===== src/core/obs_pkg.sv =====
// How it works
// - After reset, pass start step, then line4=1, 5=0, 6=1, 7,8,9,14=0.
// - Step two drives lines 4-14 alternating 0,1 from line 4, waits power good.
// - Lines are open-drain: 0 leaves pin floating, 1 pulls pin to ground.
// - Step three drives 1 on even lines, 0 on odd lines, 4 through 14.
// - After step three pattern, wait 524.29 ms on timer 1.
// - Step five sets line 3 to 1, 0 on even lines, 1 on odd lines.
// - After step five pattern, wait 524.29 ms on timer 1 again.
// - After second wait, jump back to step three, repeat forever.
package obs_pkg;

  // ----------------------------------------
  // Lines and timing
  // ----------------------------------------
  localparam int          LINE_LO       = 3;
  localparam int          LINE_HI       = 14;
  localparam int          LINE_CNT      = LINE_HI - LINE_LO + 1;
  localparam int          CLK_MHZ       = 100;
  localparam real         WAIT_MS       = 524.29;
  localparam int          WAIT_CYCLES   = int'(WAIT_MS * 1000.0 * CLK_MHZ);
  localparam logic [11:0] LINES_RESET   = 12'h000;
  // Bit 0 is line 3, bit 11 is line 14
  localparam logic [11:0] PAT_STEP1     = 12'h00A;
  localparam logic [11:0] PAT_STEP2     = 12'h554;
  localparam logic [11:0] PAT_STEP3     = 12'hAAA;
  localparam logic [11:0] PAT_STEP5     = 12'h555;
  localparam logic [11:0] MASK_STEP1    = 12'h87E;
  localparam logic [11:0] MASK_STEP2    = 12'hFFE;
  localparam logic [11:0] MASK_STEP5    = 12'hFFF;

  // ----------------------------------------
  // Program steps
  // ----------------------------------------
  typedef enum logic [3:0] {
    OBS_START    = 4'h0,
    OBS_INIT     = 4'h1,
    OBS_WAIT_PG  = 4'h2,
    OBS_PAT_A    = 4'h3,
    OBS_WAIT_A   = 4'h4,
    OBS_PAT_B    = 4'h5,
    OBS_WAIT_B   = 4'h6,
    OBS_LOOP     = 4'h7,
    OBS_SHUTDOWN = 4'h8,
    OBS_HALT     = 4'h9
  } obs_step_t;

endpackage


===== src/core/obs_timer.sv =====
`timescale 1ns/1ps
module obs_timer #(
  parameter int COUNT = 52429000
) (
  // Clock and reset
  input  wire logic clk_sys,
  input  wire logic reset,
  input  wire logic clk_en,
  // Control
  input  wire logic start,
  output logic      expired
);

  // ----------------------------------------
  // Counter
  // ----------------------------------------
  logic [31:0] count;
  logic        running;

  always_ff @(posedge clk_sys) begin
    if (reset) begin
      count   <= 32'h0000_0000;
      running <= 1'b0;
      expired <= 1'b0;
    end else if (clk_en) begin
      expired <= 1'b0;
      if (start) begin
        count   <= 32'h0000_0000;
        running <= 1'b1;
      end else if (running) begin
        if (count == 32'(COUNT - 1)) begin
          running <= 1'b0;
          expired <= 1'b1;
        end else begin
          count <= count + 32'h0000_0001;
        end
      end
    end
  end

endmodule // obs_timer


===== src/core/obs_sequencer.sv =====
`timescale 1ns/1ps
module obs_sequencer #(
  parameter int WAIT_CYCLES = obs_pkg::WAIT_CYCLES
) (
  // Clock and reset
  input  wire logic        clk_sys,
  input  wire logic        reset,
  input  wire logic        clk_en,
  // Analog status pin
  input  wire logic        analog_power_good,
  // Open-drain lines 3 to 14, bit 0 is line 3
  output logic      [11:0] line_out,
  output logic      [11:0] line_oe,
  // Status
  output logic      [3:0]  step
);

  // ----------------------------------------
  // Power good synchroniser
  // ----------------------------------------
  logic pg_meta;
  logic pg_sync;

  always_ff @(posedge clk_sys) begin
    if (reset) begin
      pg_meta <= 1'b0;
      pg_sync <= 1'b0;
    end else if (clk_en) begin
      pg_meta <= analog_power_good;
      pg_sync <= pg_meta;
    end
  end

  // ----------------------------------------
  // Timer
  // ----------------------------------------
  logic timer_start;
  logic timer_expired;

  obs_timer #(
    .COUNT (WAIT_CYCLES)
  ) u_timer (
    .clk_sys (clk_sys),
    .reset   (reset),
    .clk_en  (clk_en),
    .start   (timer_start),
    .expired (timer_expired)
  );

  // ----------------------------------------
  // Step machine
  // ----------------------------------------
  obs_pkg::obs_step_t state;
  obs_pkg::obs_step_t next_state;
  logic [11:0]        lines;

  always_comb begin
    next_state  = state;
    timer_start = 1'b0;
    case (state)
      obs_pkg::OBS_START: begin
        next_state = obs_pkg::OBS_INIT;
      end
      obs_pkg::OBS_INIT: begin
        next_state = obs_pkg::OBS_WAIT_PG;
      end
      obs_pkg::OBS_WAIT_PG: begin
        if (pg_sync) begin
          next_state = obs_pkg::OBS_PAT_A;
        end
      end
      obs_pkg::OBS_PAT_A: begin
        next_state  = obs_pkg::OBS_WAIT_A;
        timer_start = 1'b1;
      end
      obs_pkg::OBS_WAIT_A: begin
        if (timer_expired) begin
          next_state = obs_pkg::OBS_PAT_B;
        end
      end
      obs_pkg::OBS_PAT_B: begin
        next_state  = obs_pkg::OBS_WAIT_B;
        timer_start = 1'b1;
      end
      obs_pkg::OBS_WAIT_B: begin
        if (timer_expired) begin
          next_state = obs_pkg::OBS_LOOP;
        end
      end
      obs_pkg::OBS_LOOP: begin
        next_state = obs_pkg::OBS_PAT_A;
      end
      obs_pkg::OBS_SHUTDOWN: begin
        next_state = obs_pkg::OBS_HALT;
      end
      obs_pkg::OBS_HALT: begin
        next_state = obs_pkg::OBS_HALT;
      end
      default: begin
        next_state = obs_pkg::OBS_START;
      end
    endcase
  end

  always_ff @(posedge clk_sys) begin
    if (reset) begin
      state <= obs_pkg::OBS_START;
    end else if (clk_en) begin
      state <= next_state;
    end
  end

  // ----------------------------------------
  // Output patterns
  // ----------------------------------------
  logic      [11:0] load_mask;
  logic      [11:0] load_pat;
  logic             load_lines;
  wire logic [11:0] next_lines;

  // Pattern and the lines it names for the OBS_INIT, OBS_WAIT_PG, OBS_PAT_A and OBS_PAT_B steps
  always_comb begin
    load_lines = 1'b1;
    load_mask  = 12'h000;
    load_pat   = 12'h000;
    case (state)
      obs_pkg::OBS_INIT: begin
        load_mask = obs_pkg::MASK_STEP1;
        load_pat  = obs_pkg::PAT_STEP1;
      end
      obs_pkg::OBS_WAIT_PG: begin
        load_mask = obs_pkg::MASK_STEP2;
        load_pat  = obs_pkg::PAT_STEP2;
      end
      obs_pkg::OBS_PAT_A: begin
        load_mask = obs_pkg::MASK_STEP2;
        load_pat  = obs_pkg::PAT_STEP3;
      end
      obs_pkg::OBS_PAT_B: begin
        load_mask = obs_pkg::MASK_STEP5;
        load_pat  = obs_pkg::PAT_STEP5;
      end
      default: begin
        load_lines = 1'b0;
      end
    endcase
  end

  // Named lines take the step pattern, the others keep their value
  generate
    for (genvar g = 0; g < obs_pkg::LINE_CNT; g++) begin : g_line
      assign next_lines[g] = (load_lines && load_mask[g]) ? load_pat[g] : lines[g];
    end
  endgenerate

  always_ff @(posedge clk_sys) begin
    if (reset) begin
      lines <= obs_pkg::LINES_RESET;
    end else if (clk_en) begin
      lines <= next_lines;
    end
  end

  // ----------------------------------------
  // Open-drain drive
  // ----------------------------------------
  always_comb begin
    line_out = 12'h000;
    line_oe  = lines;
  end

  always_ff @(posedge clk_sys) begin
    if (reset) begin
      step <= 4'h0;
    end else if (clk_en) begin
      step <= next_state;
    end
  end

endmodule // obs_sequencer


===== config.mk =====
export PLATFORM = sky130hd
export DESIGN_NAME = obs_sequencer
export DESIGN_NICKNAME = d
export VERILOG_FILES = /design/src/core/obs_pkg.sv /design/src/core/obs_timer.sv /design/src/core/obs_sequencer.sv
export SDC_FILE = /design/constraint.sdc
export NUM_CORES = 1
export LEC_CHECK = 0
export BUFFER_PORTS_ARGS = -buffer_cell sky130_fd_sc_hd__buf_2
export CAP_MARGIN = 40
export CORE_UTILIZATION = 40
export DETAILED_ROUTE_END_ITERATION = 7
export PLACE_DENSITY = 0.6
export SYNTH_ARGS = -nofsm -noshare
export SYNTH_HDL_FRONTEND = slang
export SYNTH_SLANG_ARGS = --single-unit

===== constraint.sdc =====
create_clock -name clk_sys -period 2.1 [get_ports clk_sys]
set_input_delay 0.21 -clock clk_sys [delete_from_list [all_inputs] [get_ports clk_sys]]
set_output_delay 0.21 -clock clk_sys [all_outputs]
set_load 0.05 [all_outputs]

==> impl_metrics.tcl, run 1 <==
set metrics [dict create \
    status "complete, no violations" \
    hp-start "analog_power_good" \
    post_cts_buffers 0 \
    routed_via_density 5.92 \
    layout_commonest_cell "dfxtp_1" \
    fmax_mhz 501 \
    yosysTopAreaCell "dfxtp_1" \
    drt_wl_total_mm 7.35 \
    overflow 0 \
    r2r-end "u_timer.count[30]" \
    clock-sinks 46 \
    grt_use_total_pct 20.8 \
    final_cell_mix "dfxtp_1, buf_4, a31oi_1" \
    ys_types 55 \
    worstSetupPathType "reg2reg" \
    critPathLaunchType "flip-flop" \
    r2r-start "u_timer.count[0]" \
    hold_depth 3 \
    wl_per_cell_um 15.7 \
    root_buffer "clkbuf_8" \
    setup_viol 0 \
    placeableCoreArea_um2 6830 \
    clk-insertion-delay-late_ns 0.31 \
    grt_pass1_vias 2438 \
    place.gp.congestion 0.881 \
    die_w_um 86.2 \
    slew_violations 0 \
    rrSetupSlack_ns 0.11 \
    cts_htree_levels 2 \
    post-route-period-util_pct 95.0 \
    synth.area.top_cells "dfxtp_1, a31oi_1, a311oi_1" \
    drtAntennaViolNets 0 \
    hold_path.class "in2reg" \
    path_clk_slew_ns 0.10 \
    relSlewSlack_pct 56.5 \
    synth_top_area_share_pct 32.5 \
    area_growth_pct 13.3 \
    vias 2764 \
    skew_ns 0.00752 \
    critical_path_required_ns 2.31 \
    fin_area_um2 3210 \
    ir_drop_v 0.000245 \
    crit_family "simple AND/OR/NAND/NOR gates" \
    grt_max_degree 49 \
    yosysWarnings 0 \
    rsz0062_at_grt "no" \
    chipHeight_um 86.2 \
    path_cells "ha_2 -> nand3_2 -> or4_4 -> buf_4 -> nor4_1 -> nand4b_1 -> a31oi_1" \
    ys_ff_latch 46 \
    synth-main-ff-cell "dfxtp_1" \
    critPathMaxStageDelay_ns 0.57 \
    end_kind "flip-flop" \
    fin_nets 375 \
    dp.cells 459 \
    cp_slowest_cell "or4_4" \
    synth_edf_count 0 \
    start_util_pct 41.5 \
    drt-initial-drc-count 299 \
    syn_inst 347 \
    rows 30 \
    fin_cells 467 \
    synth_area_um2 2840 \
    tightestPinTransition_ns 0.653 \
    min_period_ns 1.99 \
    dieArea_um2 7430 \
    cellPowerDensity_nw_per_um2 551 \
    firstDrtPassIters 5 \
    power.leakage_nw 1.10 \
    ys_seq_area_share_pct 32.5 \
    finalSetupTns_ns 0 \
    antenna_cells 0 \
    hold_viol_final 0 \
    antenna_found_initial 0 \
    reg2reg_depth 7 \
    fill_cells 714 \
    grt_pass1_wl_mm 12.3 \
    ioPinCount 32 \
    async_flop_share_pct 0 \
    clockBufferDepth 2 \
    drive_gt1_share_pct 23.7 \
    total_power_mw 1.77 \
    cap_violations 0 \
    crit_arrival_ns 2.20 \
    numCtsBuffers 5 \
    dpl.hpwl_mm 4.97 \
    cts_tree "done" \
    postPlaceCellArea_um2 3100 \
    holdPathEnd "pg_meta" \
    holdWs_ns 0.145 \
    path_buf_inv 1 \
    avgSynthCellArea_um2 8.17 \
    io_buffers 19 \
    drc 0 \
    worstPathMaxFanout 4 \
]
cells by family after synthesis:
kind of cell,synth area share [%]
simple gates,32.7
compound gates,22.9
buf+inv,10.4
flops,32.5
mux,0.706
fa+ha+maj,0.441
other cells,0.132
xor+xnor,0.309
per-stage QoR:
stage	setup slack, ns	util (%)
floorplan	0.0101	-
global placement	0.105	45.4
detailed placement	0.0588	45.4
CTS	0.0339	46.8
global route	0.00802	47.0
finish	0.106	47.0
power breakdown:
| group | internal [mW] | switching (mW) |
|---|---|---|
| registers | 0.886 | 0.0128 |
| logic | 0.0637 | 0.222 |
| clock network | 0.241 | 0.346 |
registers in the layout (all words and copies together), names as in the netlist:
register,count
step,4
u_timer.running,1
line_oe,6
pg_meta,1
pg_sync,1
u_timer.expired,1
u_timer.count,32
worst max path at each step:
stage / startpoint / cells after the start / to
floorplan: step[0] / 7 / u_timer.count[11]
global route: u_timer.count[0] / 7 / u_timer.count[20]
CTS: u_timer.count[0] / 7 / u_timer.count[18]
global placement: u_timer.count[0] / 7 / u_timer.count[20]
finish: u_timer.count[0] / 7 / u_timer.count[30]
detailed placement: u_timer.count[0] / 7 / u_timer.count[20]
synth_stat cells (all sizes together), types with 2 or more instances:
| master | instances |
|---|---|
| o21a | 4 |
| a31oi | 28 |
| and3 | 6 |
| o21ai | 9 |
| nor2 | 23 |
| nand3b | 8 |
| or4 | 2 |
| a21oi | 10 |
| a211oi | 6 |
| nor4 | 15 |
| o211ai | 3 |
| and4 | 4 |
| inv | 5 |
| nor3 | 13 |
| nand2 | 25 |
| nand3 | 19 |
| nand4b | 7 |
| nand2b | 6 |
| mux2i | 2 |
| o21bai | 2 |
| dfxtp | 46 |
| a41oi | 3 |
| nand4 | 12 |
| a311oi | 20 |
| or2 | 7 |
| clkbuf | 15 |
| buf | 31 |
| nor4b | 2 |
timing repair:
item	CTS	global route
setup endpoints to repair	0	10
gates resized for setup	0	6
hold buffers	0	0
hold endpoints to repair	0	0
metal layers:
metal | GRT usage [%] | vias up | part of all wire [%]
li1 | - | 1347 | -
met1 | 28.2 | 1334 | 48
met2 | 33.5 | 73 | 46
met3 | 3.52 | 10 | 5.1
met4 | 6.97 | 0 | 1.6
met5 | 0 | - | 0
area by class of cell:
class / instances / area, µm² / area share (%)
Multi-Input combinational cell: 260 / 1680 / 52.3
Inverter: 6 / 22.5 / 0.701
Clock buffer: 5 / 68.8 / 2.14
Clock inverter: 3 / 25.0 / 0.779
Tap cell: 96 / 120 / 3.74
Timing Repair Buffer: 51 / 373 / 11.6
Sequential cell: 46 / 925 / 28.8
tightest hold or removal path: cells and delay by family:
family	cells	cell delay, ns
buffers and inverters	1	0.08
multiplexers	1	0.06
AND/OR/NAND/NOR	1	0.07
(Power assumes the default switching activity.)
==> inputs of run 2 (changes only) <==
Settings changed: CORE_UTILIZATION 40 to 45, PLACE_DENSITY 0.6 to 0.66.
==> run 2 against run 1 <==
Compared with the run above: first-iteration DRC count is 33% lower; power is 5.2% higher; hold slack gained 0.0011 ns; sequential power is essentially flat; wire length fell by 2.1%; critical endpoint is now u_timer.count[26]; clock skew decreased by 0.0041 ns.
==> impl_metrics.tcl, run 2 (synthesis results as in run 1) <==
set metrics [dict create \
    grt_pass1_wl_mm 11.8 \
    drtAntennaViolNets 0 \
    holdWs_ns 0.146 \
    dpl.hpwl_mm 4.91 \
    reg2reg_depth 6 \
    area_growth_pct 13.0 \
    power.leakage_nw 1.10 \
    drc 0 \
    place.gp.congestion 0.869 \
    die_w_um 81.4 \
    worstPathMaxFanout 5 \
    io_buffers 19 \
    hold_viol_final 0 \
    cellPowerDensity_nw_per_um2 581 \
    antenna_found_initial 0 \
    layout_commonest_cell "dfxtp_1" \
    r2r-end "u_timer.count[26]" \
    cts_htree_levels 2 \
    skew_ns 0.00346 \
    critPathLaunchType "flip-flop" \
    fmax_mhz 499 \
    internal-power_mw 1.30 \
    clk-insertion-delay-late_ns 0.31 \
    cts_tree "done" \
    rows 28 \
    ioPinCount 32 \
    grt_pass1_vias 2407 \
    power.switching_mw 0.561 \
    overflow 0 \
    crit_arrival_ns 2.22 \
    cts_hold_buf 0 \
    fin_nets 375 \
    setup_viol 0 \
    ir_drop_v 0.000267 \
    dieArea_um2 6620 \
    grt_use_total_pct 23.0 \
    drt_wl_total_mm 7.20 \
    post_cts_buffers 0 \
    min_period_ns 2.01 \
    chipHeight_um 81.4 \
    routed_via_density 6.15 \
    fin_area_um2 3200 \
    relSlewSlack_pct 65.0 \
    end_kind "flip-flop" \
    firstDrtPassIters 5 \
    wl_per_cell_um 16.1 \
    drt-initial-drc-count 199 \
    numCtsBuffers 5 \
    largest_register_ff_count 32 \
    post-route-period-util_pct 95.5 \
    pwr-share-comb_pct 15.4 \
    antenna_cells 0 \
    worstSetupPathType "reg2reg" \
    regMostFlops "u_timer.count" \
    rrSetupSlack_ns 0.09 \
    status "complete, no violations" \
    r2r-start "u_timer.count[10]" \
    clockBufferDepth 2 \
    start_util_pct 47.3 \
    critical_path_required_ns 2.31 \
    seqPwrFrac_pct 48.2 \
    root_buffer "clkbuf_8" \
    tightestPinTransition_ns 0.525 \
    slew_violations 0 \
    postPlaceCellArea_um2 3070 \
    path_clk_slew_ns 0.09 \
    clock-sinks 46 \
    swShare_pct 30.1 \
    worstSetupStartpoint "u_timer.count[10]" \
    drive_gt1_share_pct 24.8 \
    clkPwrFrac_pct 36.4 \
    grt_max_degree 46 \
    hold_path.class "in2reg" \
    cap_violations 0 \
    vias 2742 \
    placeableCoreArea_um2 5990 \
    worstSetupEndpoint "u_timer.count[26]" \
    final_cell_mix "dfxtp_1, buf_4, a31oi_1" \
]
==> run 2: how the worst min path moves through the flow <==
stage                      start              end  cells past startpoint
2_1_floorplan  analog_power_good          pg_meta                      2
3_3_place_gp          line_oe[0]       line_oe[0]                      2
3_5_place_dp     u_timer.expired  u_timer.expired                      2
4_1_cts        analog_power_good          pg_meta                      3
5_1_grt        analog_power_good          pg_meta                      3
6_report       analog_power_good          pg_meta                      3
==> run 2: layout make-up <==
cell class / count / area [µm²]
clock inverter: 3 / 40.0
multi-input combinational: 260 / 1680
fill: 575 / 2790
inverter: 6 / 22.5
sequential: 46 / 926
tap: 75 / 93.8
timing repair buffer: 51 / 373
clock buffer: 5 / 68.8
==> run 2: power by group through the flow <==
stage | sequential, mW | clock [mW] | combinational (mW)
2_1_floorplan | 0.954 | 0 | 0.214
3_3_place_gp | 0.917 | 0 | 0.282
3_5_place_dp | 0.918 | 0 | 0.286
4_1_cts | 0.898 | 0.686 | 0.286
5_1_grt | 0.901 | 0.733 | 0.310
6_report | 0.897 | 0.678 | 0.286
==> run 2: routing by layer <==
layer | vias up | global-route usage [%] | part of all wire (%)
met5 | - | 0 | 0
met4 | 0 | 6.07 | 1.2
met3 | 8 | 4.16 | 6.5
met2 | 79 | 35.4 | 46
met1 | 1303 | 32.5 | 46
li1 | 1352 | - | -
==> run 2: critical path, stage by stage, from the launching register on <==
cell	delay (ns)
dfxtp_1	0.42
nand3_2	0.17
or4_4	0.61
buf_4	0.17
nor3_2	0.14
a41oi_1	0.14
a311oi_1	0.27
==> run 2: timing repair <==
action | in CTS | in global routing
endpoints found under the setup margin | 2 | 18
pin swaps | 0 | 2
hold endpoints to repair | 0 | 0
resized for setup | 1 | 8
==> run 2: stage by stage <==
stage / util [%] / power [mW] / std cells / setup WS [ns] / setup TNS (ns)
3_3_place_gp: 51.3 / 1.20 / 438 / 0.0667 / 0
6_report: 53.5 / 1.86 / 446 / 0.0941 / 0
3_5_place_dp: 51.3 / 1.20 / 438 / 0.00719 / 0
2_1_floorplan: - / 1.17 / 358 / 0.0101 / 0
5_1_grt: 53.5 / 1.94 / 446 / -0.000697 / -0.000697
4_1_cts: 53.2 / 1.87 / 446 / 0.0500 / 0
==> inputs of run 3 (changes only) <==
Settings changed: CORE_ASPECT_RATIO set to 0.5, MAX_ROUTING_LAYER set to met4.
==> run 3 against run 2 <==
Compared with the run above: via count grew 3.1%; combinational power rose by 1%; clock power increased by 21%; global-route usage is 0.25 points higher; fmax shrank 0.70%; register-to-register slack about the same; die area rose by 0.29%.
==> impl_metrics.tcl, run 3 (synthesis results as in run 1) <==
set metrics [dict create \
    internal-power_mw 1.42 \
    wl_met2_mm 3.44 \
    tightestPinTransition_ns 0.718 \
    critPathLaunchType "flip-flop" \
    clk-insertion-delay-late_ns 0.29 \
    setup_viol 0 \
    relSlewSlack_pct 52.2 \
    swShare_pct 29.1 \
    worstSetupPathType "reg2reg" \
    routed_via_density 6.19 \
    cts_tree "done" \
    end_kind "flip-flop" \
    clkPwrFrac_pct 41.0 \
    antenna_found_initial 0 \
    firstDrtPassIters 5 \
    path_cells "ha_2 -> nand3_2 -> or4_4 -> or3_1 -> o211ai_1 -> a311oi_1" \
    cellPowerDensity_nw_per_um2 609 \
    finalSetupTns_ns 0 \
    dp.cells 449 \
    min_period_ns 2.02 \
    postPlaceCellArea_um2 3060 \
    drt-initial-drc-count 289 \
    largest_register_ff_count 32 \
    rsz0062_at_grt "yes" \
    cp_slowest_cell "or4_4" \
    dieArea_um2 6640 \
    fin_nets 373 \
    seqPwrFrac_pct 44.6 \
    grt_use_total_pct 23.2 \
    wl_per_cell_um 16.2 \
    grt_pass1_wl_mm 12.0 \
    grt_max_degree 46 \
    wl_met3_um 361 \
    clock-sinks 46 \
    dpl.hpwl_mm 4.92 \
    drive_gt1_share_pct 25.2 \
    numCtsBuffers 5 \
    critical_path_required_ns 2.24 \
    die_w_um 114 \
    ir_drop_v 0.000408 \
    cap_violations 0 \
    fin_cells 457 \
    dr.max_layer_used "met4" \
    power.leakage_nw 1.16 \
    rows 20 \
    hold_viol_final 0 \
    post-route-period-util_pct 96.2 \
    root_buffer "clkbuf_16" \
    io_buffers 19 \
    final_util_pct 54.2 \
    wl_met1_mm 3.53 \
    critPathMaxStageDelay_ns 0.59 \
    crit_family "simple AND/OR/NAND/NOR gates" \
    cts_htree_levels 2 \
    vias 2828 \
    drtAntennaViolNets 0 \
    drc 0 \
    slew_violations 0 \
    skew_ns 0.00358 \
    ioPinCount 32 \
    area_growth_pct 16.2 \
    placeableCoreArea_um2 6080 \
    status "complete, no violations" \
    fmax_mhz 495 \
    overflow 0 \
    fin_area_um2 3300 \
    path_buf_inv 0 \
    chipHeight_um 58.1 \
    power.switching_mw 0.585 \
    antenna_cells 0 \
    clockBufferDepth 2 \
    pwr-share-comb_pct 14.5 \
    grt_pass1_vias 2461 \
    final_cell_mix "dfxtp_1, a31oi_1, buf_4" \
    place.gp.congestion 0.825 \
    start_util_pct 46.6 \
    drt_wl_total_mm 7.41 \
    layout_commonest_cell "dfxtp_1" \
    path_clk_slew_ns 0.07 \
    crit_arrival_ns 2.16 \
    regMostFlops "u_timer.count" \
    cts_hold_buf 0 \
    hold_path.class "in2reg" \
    worstPathMaxFanout 5 \
]
[run 3: repair_timing]
action / 4_1_cts / 5_1_grt
endpoints found under the setup margin: 3 / 28
cloned: 0 / 0
gates resized for setup: 1 / 16
buffers inserted: 0 / 0
pin swaps: 0 / 4
[run 3: worst min-delay path: stages]
cell and delay [ns]:
buf_2 0.08, mux2i_1 0.06, nor2_1 0.08
[run 3: worst paths after layout]
check | start | end | slack (ns) | cells past startpoint
worst max register to register | u_timer.count[0] | u_timer.count[26] | 0.08 | 6
worst min-delay path | analog_power_good | pg_meta | 0.17 | 3
worst max-delay path | u_timer.count[0] | u_timer.count[26] | 0.08 | 6
worst min register to register | line_oe[0] | line_oe[0] | 0.47 | 2
[run 3: metrics by stage]
stage	total power [mW]	worst slack, ns	hold slack [ns]
after global routing	2.07	-0.0154	0.204
after floorplan	1.17	0.0101	0.357
after CTS	2.01	0.0452	0.169
final	2.01	0.0801	0.166
after global placement	1.20	0.0655	0.449
after detailed placement	1.20	-0.00839	0.458
[run 3: area by class of cell]
class	instances	area [µm²]
Clock inverter	2	12.5
Sequential cell	46	926
Tap cell	88	110
Fill cell	569	2790
Clock buffer	6	139
Inverter	6	22.5
Timing Repair Buffer	49	345
Multi-Input combinational cell	260	1740
[run 3: power by group through the flow]
| stage | combinational (mW) | sequential, mW | clock [mW] |
|---|---|---|---|
| after floorplan | 0.214 | 0.954 | 0 |
| after CTS | 0.288 | 0.895 | 0.824 |
| after global routing | 0.309 | 0.896 | 0.866 |
| final | 0.290 | 0.895 | 0.823 |
| after detailed placement | 0.287 | 0.915 | 0 |
| after global placement | 0.285 | 0.914 | 0 |
[run 3: per-layer routing]
metal / GRT usage, % / vias to the layer above
li1: - / 1341
met1: 30.1 / 1370
met2: 38.4 / 109
met3: 3.87 / 8
met4: 5.01 / 0
met5: - / -
